[src/logic/gpio_pin_map.vh]
// Register offsets, field positions, reset values and timing counts of the pin support block.
`ifndef GPIO_PIN_MAP_VH
`define GPIO_PIN_MAP_VH

`define OFS_UTIL_CFG       12'h80A
`define OFS_PIN_ROUTE      12'h80C
`define OFS_DEB_PERIOD     12'h80D
`define OFS_IRQ_STATUS     12'h810
`define OFS_IRQ_ENABLE     12'h814
`define OFS_RISE_MASK      12'h824
`define OFS_FALL_MASK      12'h828
`define OFS_FILT_SEL_A     12'h840
`define OFS_FILT_SEL_B     12'h841

`define UCFG_SPI_OFF       2
`define UCFG_UART_ON       1
`define ROUTE_LED_SRC      7
`define ROUTE_CARD2_REL    6
`define ROUTE_CARD2_HI_REL 5
`define ROUTE_SCARD_REL    4

`define RST_UTIL_CFG       8'h00
`define RST_PIN_ROUTE      8'h00
`define RST_DEB_PERIOD     8'h0A
`define RST_MASK           32'hFFFFFFFF
`define RST_FILT_SEL       8'h00
`define UCFG_RW_BITS       8'h06
`define FSB_RW_BITS        8'h01

`define MEDIA_SEL_CARD     4'h8
`define DEB_STEP_MS        10
`define CLK_MHZ            100
`define DEB_STEP_CYCLES    (`DEB_STEP_MS * `CLK_MHZ * 1000)

`endif

[src/logic/gpio_irq_debounce_pinmux.v]
// Pin edge interrupts, input debounce filter and shared pin routing for the pin support block.
// Function
// - Rising pin edge raises an interrupt when its rise mask bit is zero.
// - Falling pin edge raises an interrupt when its fall mask bit is zero.
// - Rise mask: 32 read-write bits, reset all ones, one suppresses.
// - Fall mask: 32 read-write bits, reset all ones, one suppresses.
// - Filter select A bits 7..2 enable filtering of pins 15,14,13,12,5,3 as inputs.
// - Filter select B bit 0 filters pin 16; bits 7..1 read zero.
// - Debounce period eight bits, 10 ms per count, resets to 100 ms.
// - Filtered input passes first transition, suppresses others within the period.
// - SPI stays enabled after reset until firmware sets the disable bit.
// - Utility bit 1 routes UART transmit and receive to pins 11 and 12.
// - Route bit 7 picks LED source: pin 0 logic or smart card activity.
// - Route bit 6 releases pins 17 to 26 from the second card.
// - Pin 16 is a general-purpose pin from the first clock after reset.
// - Route bit 5 releases pins 22 to 25 unless bit 6 is set.
// - Route bit 4 releases pins 27 to 31 from the smart card.
// - Media select field 3:0 picks flash media; 1000 is the card.
`include "gpio_pin_map.vh"
module gpio_irq_debounce_pinmux #(
   parameter NPIN       = 32,
   parameter STEP_COUNT = `DEB_STEP_CYCLES
) (
   input  wire            clk,
   input  wire            rst_n,
   input  wire [11:0]     addr,
   input  wire [31:0]     wdata,
   input  wire            wr,
   input  wire            rd,
   output reg  [31:0]     rdata,
   input  wire [NPIN-1:0] pin_in,
   input  wire [NPIN-1:0] pin_is_input,
   output reg  [NPIN-1:0] edge_irq,
   output reg             irq,
   input  wire            led0_logic,
   input  wire            scard_led,
   output reg             led_pin,
   output reg             spi_enable,
   output reg             uart_on_pins,
   output reg  [NPIN-1:0] pin_is_gpio,
   output reg  [3:0]      media_select,
   output reg             media_is_card
);

   // Width of the step counter; sized from the step length so no clock rate can wrap it.
   function integer count_bits;
      input integer value;
      integer       v;
      begin
         count_bits = 1;
         v = value;
         while (v > 1) begin
            count_bits = count_bits + 1;
            v = v >> 1;
         end
      end
   endfunction

   localparam CW = count_bits(STEP_COUNT);

   ////////////////////////////////////////////////////////////////////////////
   // Software visible registers.
   reg [7:0]      util_q;
   reg [7:0]      route_q;
   reg [7:0]      period_q;
   reg [31:0]     rise_mask_bits_q;
   reg [31:0]     fall_mask_bits_q;
   reg [7:0]      filt_a_q;
   reg [7:0]      filt_b_q;
   reg [31:0]     status_q;
   reg [31:0]     enable_q;

   // Pin path: two synchroniser stages, the filtered level and its last value.
   reg [NPIN-1:0] sync1_q;
   reg [NPIN-1:0] sync2_q;
   reg [NPIN-1:0] clean_q;
   reg [NPIN-1:0] prev_q;
   reg [NPIN-1:0] hold_q;
   reg [7:0]      hold_cnt_q [0:NPIN-1];

   // Debounce timer: one shared step pulse for all filtered pins.
   reg [CW-1:0]   step_cnt_q;
   reg            step_q;

   // Combinational next values.
   reg [NPIN-1:0] filt_en;
   reg [NPIN-1:0] rise_d;
   reg [NPIN-1:0] fall_d;
   reg [NPIN-1:0] edge_d;
   reg [NPIN-1:0] gpio_d;
   reg [31:0]     rdata_d;
   integer        i;

   function hit;
      input [11:0] a;
      input [11:0] ofs;
      begin
         hit = (a == ofs);
      end
   endfunction

   // Byte-wide registers read back in the low byte of the word.
   function [31:0] widen8;
      input [7:0] value;
      begin
         widen8 = {24'h000000, value};
      end
   endfunction

   // One decoded write select per register.
   wire           wr_util   = wr && hit(addr, `OFS_UTIL_CFG);
   wire           wr_route  = wr && hit(addr, `OFS_PIN_ROUTE);
   wire           wr_period = wr && hit(addr, `OFS_DEB_PERIOD);
   wire           wr_rise   = wr && hit(addr, `OFS_RISE_MASK);
   wire           wr_fall   = wr && hit(addr, `OFS_FALL_MASK);
   wire           wr_filt_a = wr && hit(addr, `OFS_FILT_SEL_A);
   wire           wr_filt_b = wr && hit(addr, `OFS_FILT_SEL_B);
   wire           wr_status = wr && hit(addr, `OFS_IRQ_STATUS);
   wire           wr_enable = wr && hit(addr, `OFS_IRQ_ENABLE);

   // Only pins wired to a filter can be debounced; the rest are never slowed down.
   always @* begin
      filt_en = {NPIN{1'b0}};
      filt_en[15] = filt_a_q[7];
      filt_en[14] = filt_a_q[6];
      filt_en[13] = filt_a_q[5];
      filt_en[12] = filt_a_q[4];
      filt_en[5]  = filt_a_q[3];
      filt_en[3]  = filt_a_q[2];
      filt_en[16] = filt_b_q[0];
      filt_en = filt_en & pin_is_input;
   end

   ////////////////////////////////////////////////////////////////////////////
   // Shared 10 ms step; each filtered pin counts steps after its last accepted edge.
   always @(posedge clk) begin
      if (!rst_n) begin
         step_cnt_q <= {CW{1'b0}};
         step_q <= 1'b0;
      end else if (step_cnt_q == STEP_COUNT - 1) begin
         step_cnt_q <= {CW{1'b0}};
         step_q <= 1'b1;
      end else begin
         step_cnt_q <= step_cnt_q + {{(CW-1){1'b0}}, 1'b1};
         step_q <= 1'b0;
      end
   end

   // Two stages before the edge logic; only the second stage is read downstream.
   always @(posedge clk) begin
      if (!rst_n) begin
         sync1_q <= {NPIN{1'b0}};
         sync2_q <= {NPIN{1'b0}};
         prev_q <= {NPIN{1'b0}};
      end else begin
         sync1_q <= pin_in;
         sync2_q <= sync1_q;
         prev_q <= clean_q;
      end
   end

   always @(posedge clk) begin
      if (!rst_n) begin
         clean_q <= {NPIN{1'b0}};
         hold_q <= {NPIN{1'b0}};
         for (i = 0; i < NPIN; i = i + 1)
            hold_cnt_q[i] <= 8'h00;
      end else begin
         for (i = 0; i < NPIN; i = i + 1) begin
            // Leaving input mode drops any hold, so the next filtered edge passes at once.
            if (!filt_en[i]) begin
               clean_q[i] <= sync2_q[i];
               hold_q[i] <= 1'b0;
            end else if (hold_q[i]) begin
               // The step may land anywhere in the first interval, so the window
               // is up to one step shorter than the period; a trade for one timer.
               if (step_q) begin
                  if (hold_cnt_q[i] <= 8'h01)
                     hold_q[i] <= 1'b0;
                  else
                     hold_cnt_q[i] <= hold_cnt_q[i] - 8'h01;
               end
            end else if (sync2_q[i] != clean_q[i]) begin
               clean_q[i] <= sync2_q[i];
               hold_q[i] <= (period_q != 8'h00);
               hold_cnt_q[i] <= period_q;
            end
         end
      end
   end

   always @* begin
      rise_d = clean_q & ~prev_q & ~rise_mask_bits_q[NPIN-1:0];
      fall_d = ~clean_q & prev_q & ~fall_mask_bits_q[NPIN-1:0];
      edge_d = rise_d | fall_d;
   end

   ////////////////////////////////////////////////////////////////////////////
   always @(posedge clk) begin
      if (!rst_n) begin
         util_q <= `RST_UTIL_CFG;
         route_q <= `RST_PIN_ROUTE;
         period_q <= `RST_DEB_PERIOD;
         rise_mask_bits_q <= `RST_MASK;
         fall_mask_bits_q <= `RST_MASK;
         filt_a_q <= `RST_FILT_SEL;
         filt_b_q <= `RST_FILT_SEL;
         enable_q <= 32'h00000000;
      end else begin
         // Reserved bits are stored as zero, so reads need no masking.
         if (wr_util)
            util_q <= wdata[7:0] & `UCFG_RW_BITS;
         if (wr_route)
            route_q <= wdata[7:0];
         if (wr_period)
            period_q <= wdata[7:0];
         if (wr_rise)
            rise_mask_bits_q <= wdata;
         if (wr_fall)
            fall_mask_bits_q <= wdata;
         if (wr_filt_a)
            filt_a_q <= {wdata[7:2], 2'b00};
         if (wr_filt_b)
            filt_b_q <= wdata[7:0] & `FSB_RW_BITS;
         if (wr_enable)
            enable_q <= wdata;
      end
   end

   // A new edge in the cycle of a write-one-to-clear keeps its status bit set.
   always @(posedge clk) begin
      if (!rst_n)
         status_q <= 32'h00000000;
      else if (wr_status)
         status_q <= (status_q & ~wdata) | edge_d;
      else
         status_q <= status_q | edge_d;
   end

   always @* begin
      rdata_d = 32'h00000000;
      if (rd) begin
         if (hit(addr, `OFS_UTIL_CFG))
            rdata_d = widen8(util_q);
         else if (hit(addr, `OFS_PIN_ROUTE))
            rdata_d = widen8(route_q);
         else if (hit(addr, `OFS_DEB_PERIOD))
            rdata_d = widen8(period_q);
         else if (hit(addr, `OFS_RISE_MASK))
            rdata_d = rise_mask_bits_q;
         else if (hit(addr, `OFS_FALL_MASK))
            rdata_d = fall_mask_bits_q;
         else if (hit(addr, `OFS_FILT_SEL_A))
            rdata_d = widen8(filt_a_q);
         else if (hit(addr, `OFS_FILT_SEL_B))
            rdata_d = widen8(filt_b_q);
         else if (hit(addr, `OFS_IRQ_STATUS))
            rdata_d = status_q;
         else if (hit(addr, `OFS_IRQ_ENABLE))
            rdata_d = enable_q;
      end
   end

   ////////////////////////////////////////////////////////////////////////////
   always @* begin
      gpio_d = {NPIN{1'b1}};
      if (!util_q[`UCFG_SPI_OFF]) begin
         gpio_d[2] = 1'b0;
         gpio_d[4] = 1'b0;
         gpio_d[5] = 1'b0;
      end
      if (util_q[`UCFG_UART_ON]) begin
         gpio_d[11] = 1'b0;
         gpio_d[12] = 1'b0;
      end
      if (!route_q[`ROUTE_CARD2_REL]) begin
         gpio_d[17] = 1'b0;
         gpio_d[18] = 1'b0;
         gpio_d[19] = 1'b0;
         gpio_d[20] = 1'b0;
         gpio_d[21] = 1'b0;
         gpio_d[22] = 1'b0;
         gpio_d[23] = 1'b0;
         gpio_d[24] = 1'b0;
         gpio_d[25] = 1'b0;
         gpio_d[26] = 1'b0;
      end
      // Releasing the upper lines alone leaves the card pins 17 to 21 and 26, a six-line bus.
      if (route_q[`ROUTE_CARD2_HI_REL]) begin
         gpio_d[22] = 1'b1;
         gpio_d[23] = 1'b1;
         gpio_d[24] = 1'b1;
         gpio_d[25] = 1'b1;
      end
      if (!route_q[`ROUTE_SCARD_REL]) begin
         gpio_d[27] = 1'b0;
         gpio_d[28] = 1'b0;
         gpio_d[29] = 1'b0;
         gpio_d[30] = 1'b0;
         gpio_d[31] = 1'b0;
      end
      gpio_d[16] = 1'b1;
   end

   // Read data stand for the one cycle after the strobe and are zero otherwise.
   always @(posedge clk) begin
      if (!rst_n)
         rdata <= 32'h00000000;
      else
         rdata <= rdata_d;
   end

   // The level output lags status by one cycle so that it stays a plain flop output.
   always @(posedge clk) begin
      if (!rst_n) begin
         edge_irq <= {NPIN{1'b0}};
         irq <= 1'b0;
      end else begin
         edge_irq <= edge_d;
         irq <= |(status_q & enable_q);
      end
   end

   always @(posedge clk) begin
      if (!rst_n) begin
         led_pin <= 1'b0;
         spi_enable <= 1'b1;
         uart_on_pins <= 1'b0;
         pin_is_gpio <= {NPIN{1'b0}};
         media_select <= 4'h0;
         media_is_card <= 1'b0;
      end else begin
         led_pin <= route_q[`ROUTE_LED_SRC] ? scard_led : led0_logic;
         spi_enable <= !util_q[`UCFG_SPI_OFF];
         uart_on_pins <= util_q[`UCFG_UART_ON];
         pin_is_gpio <= gpio_d;
         media_select <= route_q[3:0];
         media_is_card <= (route_q[3:0] == `MEDIA_SEL_CARD);
      end
   end

endmodule

[config.mk]
export PLATFORM = sky130hd
export DESIGN_NAME = gpio_irq_debounce_pinmux
export DESIGN_NICKNAME = d
export VERILOG_FILES = /design/src/logic/gpio_irq_debounce_pinmux.v
export VERILOG_INCLUDE_DIRS = /design/src /design/src/logic
export SDC_FILE = /design/constraint.sdc
export NUM_CORES = 1
export LEC_CHECK = 0
export ABC_AREA = 1
export BUFFER_PORTS_ARGS = -buffer_cell sky130_fd_sc_hd__buf_2
export CORE_MARGIN = 2
export CORE_UTILIZATION = 30
export CTS_BUF_LIST = sky130_fd_sc_hd__clkbuf_4
export DETAILED_ROUTE_END_ITERATION = 10
export PLACE_DENSITY = 0.49
export SYNTH_ARGS = -nofsm -noshare
export SYNTH_HDL_FRONTEND = slang
export SYNTH_SLANG_ARGS = --single-unit
[constraint.sdc]
create_clock -name clk -period 2.2 [get_ports clk]
set_clock_uncertainty 0.15 [all_clocks]
set_input_delay 0 -clock clk [delete_from_list [all_inputs] [get_ports clk]]
set_output_delay 0 -clock clk [all_outputs]
set_load 0.005 [all_outputs]
==> results.toml <==
[outcome]
failed_checks = "negative setup slack"
status = "finished, violations left"

[clocking]
cts_buffer_depth = 3
clock_sinks = 444
cts-htree-levels = 3
cts-root-buf = "clkbuf_4"
numCtsBuffers = 120
clk-insertion-delay-late_ns = 0.88
clk_pin_slew_ns = 0.07
cts_tree = "done"
cts_setup_buffers = 0

[sta]
maxSlewViolCount = 0
setup_viol = 1
rsz0062_at_grt = "no"
tightest_slew_ns = 0.948
max_freq_mhz = 454
layout_setup_ws_ns = -0.00169
fin_crit_ns = 2.20
post-route-period-util_pct = 100
slew_headroom_pct = 36.6
hold_viol = 0

[setup_path]
cp.arrival_ns = 2.88
worstPathRequired_ns = 2.88
path_buf_inv = 5
path_delay_family = "buffers and inverters"
critPathKind = "in2reg"
crit_path_start_kind = "primary input"
cp_cell_sequence = "dlygate4sd3_1 -> buf_2 -> nor2_4 -> nand2_1 -> dlygate4sd3_1 -> nor2_4 -> buf_4 -> a32o_1 -> dlygate4sd3_1 -> nor2_1 -> nor2_1"
cpPeakStageDelay_ns = 0.61
path_common_cell = "dlygate4sd3_1"
cp_max_fo = 7
worst_setup_path_end_kind = "flip-flop"
cp_slowest_cell = "dlygate4sd3_1"

[power]
power_density_nw_per_um2 = 690
totalPowerFinal_mw = 16.6
power_leakage_nw = 11.2
ir_worst_vdd_uv = 620

[global_route]
groute.usage.overall_pct = 18.3
antenna_found_initial = 2
grt_pass1_vias = 16100
grt_pass1_wl_mm = 87.3
overflow = 0
grt_max_degree = 139

[job]
cap_violations = 0

[yosys]
ys_seq_area_share_pct = 53.1
synth_xor_area_share_pct = 2.36
synth_compound_area_share_pct = 16.2
synthSimpleGateAreaFrac_pct = 16.1
synth_edf_count = 56
synth_top_family_by_area = "compound AO/OA/AOI/OAI gates"
synth_cell_types = 43
async_reset_ff_share_pct = 0
synth-seq-cells = 444
syn_inst = 2176
syn_area_um2 = 17800
yosys_warnings = 0
synth_nets = 2305
ys.flop_type = "dfxtp_1"
syn_area_per_cell_um2 = 8.18
synth_mux_area_share_pct = 0
synth_fa_ha_area_share_pct = 1.05

[detailed_routing]
drc = 0
post_drt_wl_per_cell_um = 15.8
finalWirelength_mm = 56.9
ant_nets = 0
viasPerCell = 4.59
first_pass_iters = 5
drt_iter0_markers = 886
vias = 16500

[die]
io_pins = 219
rows = 89
design.core.area_um2 = 58800
dieArea_um2 = 61300
die_x_um = 248
chipHeight_um = 248
start_util_pct = 30.3

[cells_and_area]
layout.area.seq_um2 = 9450
multi_input_area_um2 = 6380
drive_above_1_share_pct = 16.5
layout_commonest_cell = "dfxtp_1"
layout.nets = 2841
final_cell_mix = "dfxtp_1, inv_1, nand2_1, dlygate4sd3_1, buf_2"
area_growth_pct = 35.1
fillers = 6003
final_cell_area_um2 = 24100

[placed_design]
place_hpwl_mm = 35.0
gp_congestion = 0.810
pre_cts_ws_ns = 0.232
placed_cell_area_um2 = 19700
port_buffers = 193

[worst_hold_path]
hold_class = "in2reg"
-- where the power goes --
| part | leakage [nW] | switching [mW] | total, mW | internal, mW |
|---|---|---|---|---|
| clock | 0.905 | 3.59 | 7.28 | 3.69 |
| combinational | 6.60 | 0.475 | 0.919 | 0.445 |
| sequential | 3.72 | 0.0692 | 8.39 | 8.32 |
| total | 11.2 | 4.13 | 16.6 | 12.5 |
-- registers in the layout (all words and copies together) (netlist names), 20 cells and up --
signal	count
step_cnt_q	20
prev_q	32
rise_mask_bits_q	32
rdata	32
sync2_q	32
enable_q	32
clean_q	32
hold_cnt_q	56
sync1_q	32
fall_mask_bits_q	32
status_q	32
edge_irq	32
-- final timing paths --
check	start	end	slack (ns)	cells past startpoint
hold reg to reg	sync2_q[1]$_SDFF_PN0_	clean_q[1]$_SDFF_PN0_	0.25	2
hold / removal	addr[9]	rdata[2]$_SDFF_PN0_	0.07	13
setup / recovery	addr[1]	rdata[12]$_SDFF_PP0_	-0.002	11
setup reg to reg	hold_cnt_q[0][120]$_SDFFCE_PN0P_	hold_cnt_q[0][125]$_SDFFCE_PN0P_	0.17	5
-- cell type report --
class                           count  share of cell area, %
Antenna cell                        4                 0.0416
Clock buffer                      177                   5.52
Clock inverter                     47                  0.827
Inverter                          390                   6.09
Multi-Input combinational cell   1233                   26.5
Sequential cell                   444                   39.3
Tap cell                          773                   4.02
Timing Repair Buffer              523                   17.7
-- cells in the mapped netlist, drive strengths merged, types with 5 or more instances --
library cell	number	area [um2]
dfxtp	388	7770
inv	382	1430
nand2	341	1290
nor2	193	769
o21ai	159	796
a21oi	125	626
nand3	101	516
o22ai	77	482
o211ai	72	541
clkbuf	56	213
edfxtp	56	1680
buf	53	332
xnor2	33	289
o31ai	32	240
nor3	20	105
ha	15	188
nand4	15	93.8
xor2	15	131
clkinv	8	30.0
o2111ai	8	70.1
a32o	5	50.1
nor4	5	31.3
-- logic make-up (layout without fill, tap and decap cells) --
logic type | count (synthesis) | count (layout)
xor gates and xnor gates | 48 | 48
AOI/OAI and AO/OA | 487 | 487
adders and majority gates | 15 | 15
buffers and inverters | 499 | 1137
DFF | 444 | 444
other | 0 | 4
and+or+nand+nor | 683 | 683
-- layer usage --
| metal | wire length [um] | vias up | GRT usage [%] |
|---|---|---|---|
| met5 | 0 | - | 0 |
| met4 | 1510 | 0 | 6.43 |
| met3 | 3030 | 128 | 3.83 |
| met2 | 27000 | 426 | 31.0 |
| met1 | 25400 | 7680 | 23.0 |
| li1 | - | 8240 | - |
-- per-stage QoR --
step	setup TNS, ns	instances	hold slack, ns	util, %
after detailed placement	0	3089	0.0360	33.6
after global routing	0	3591	0.0443	40.9
after floorplan	0	2176	-0.122	-
after CTS	0	3586	0.000372	40.8
after global placement	0	3089	0.0304	33.6
final	-0.00169	3591	0.0677	40.9
-- tightest hold or removal path: stages --
cell and delay, ns:
buf_2 0.08, nor2_1 0.08, nand3_4 0.11, nor2_4 0.06
buf_4 0.20, nand2_1 0.08, nand2_1 0.06, nor2_1 0.08
nand2_1 0.06, nand2_1 0.07, nand2_1 0.07, nand2_1 0.06
nand2_1 0.04
-- repair_timing --
item	in CTS	in global routing
resized for setup	0	10
hold endpoints to repair	480	24
hold buffers	273	2
setup endpoints to repair	0	29
(Power assumes the default switching activity.)
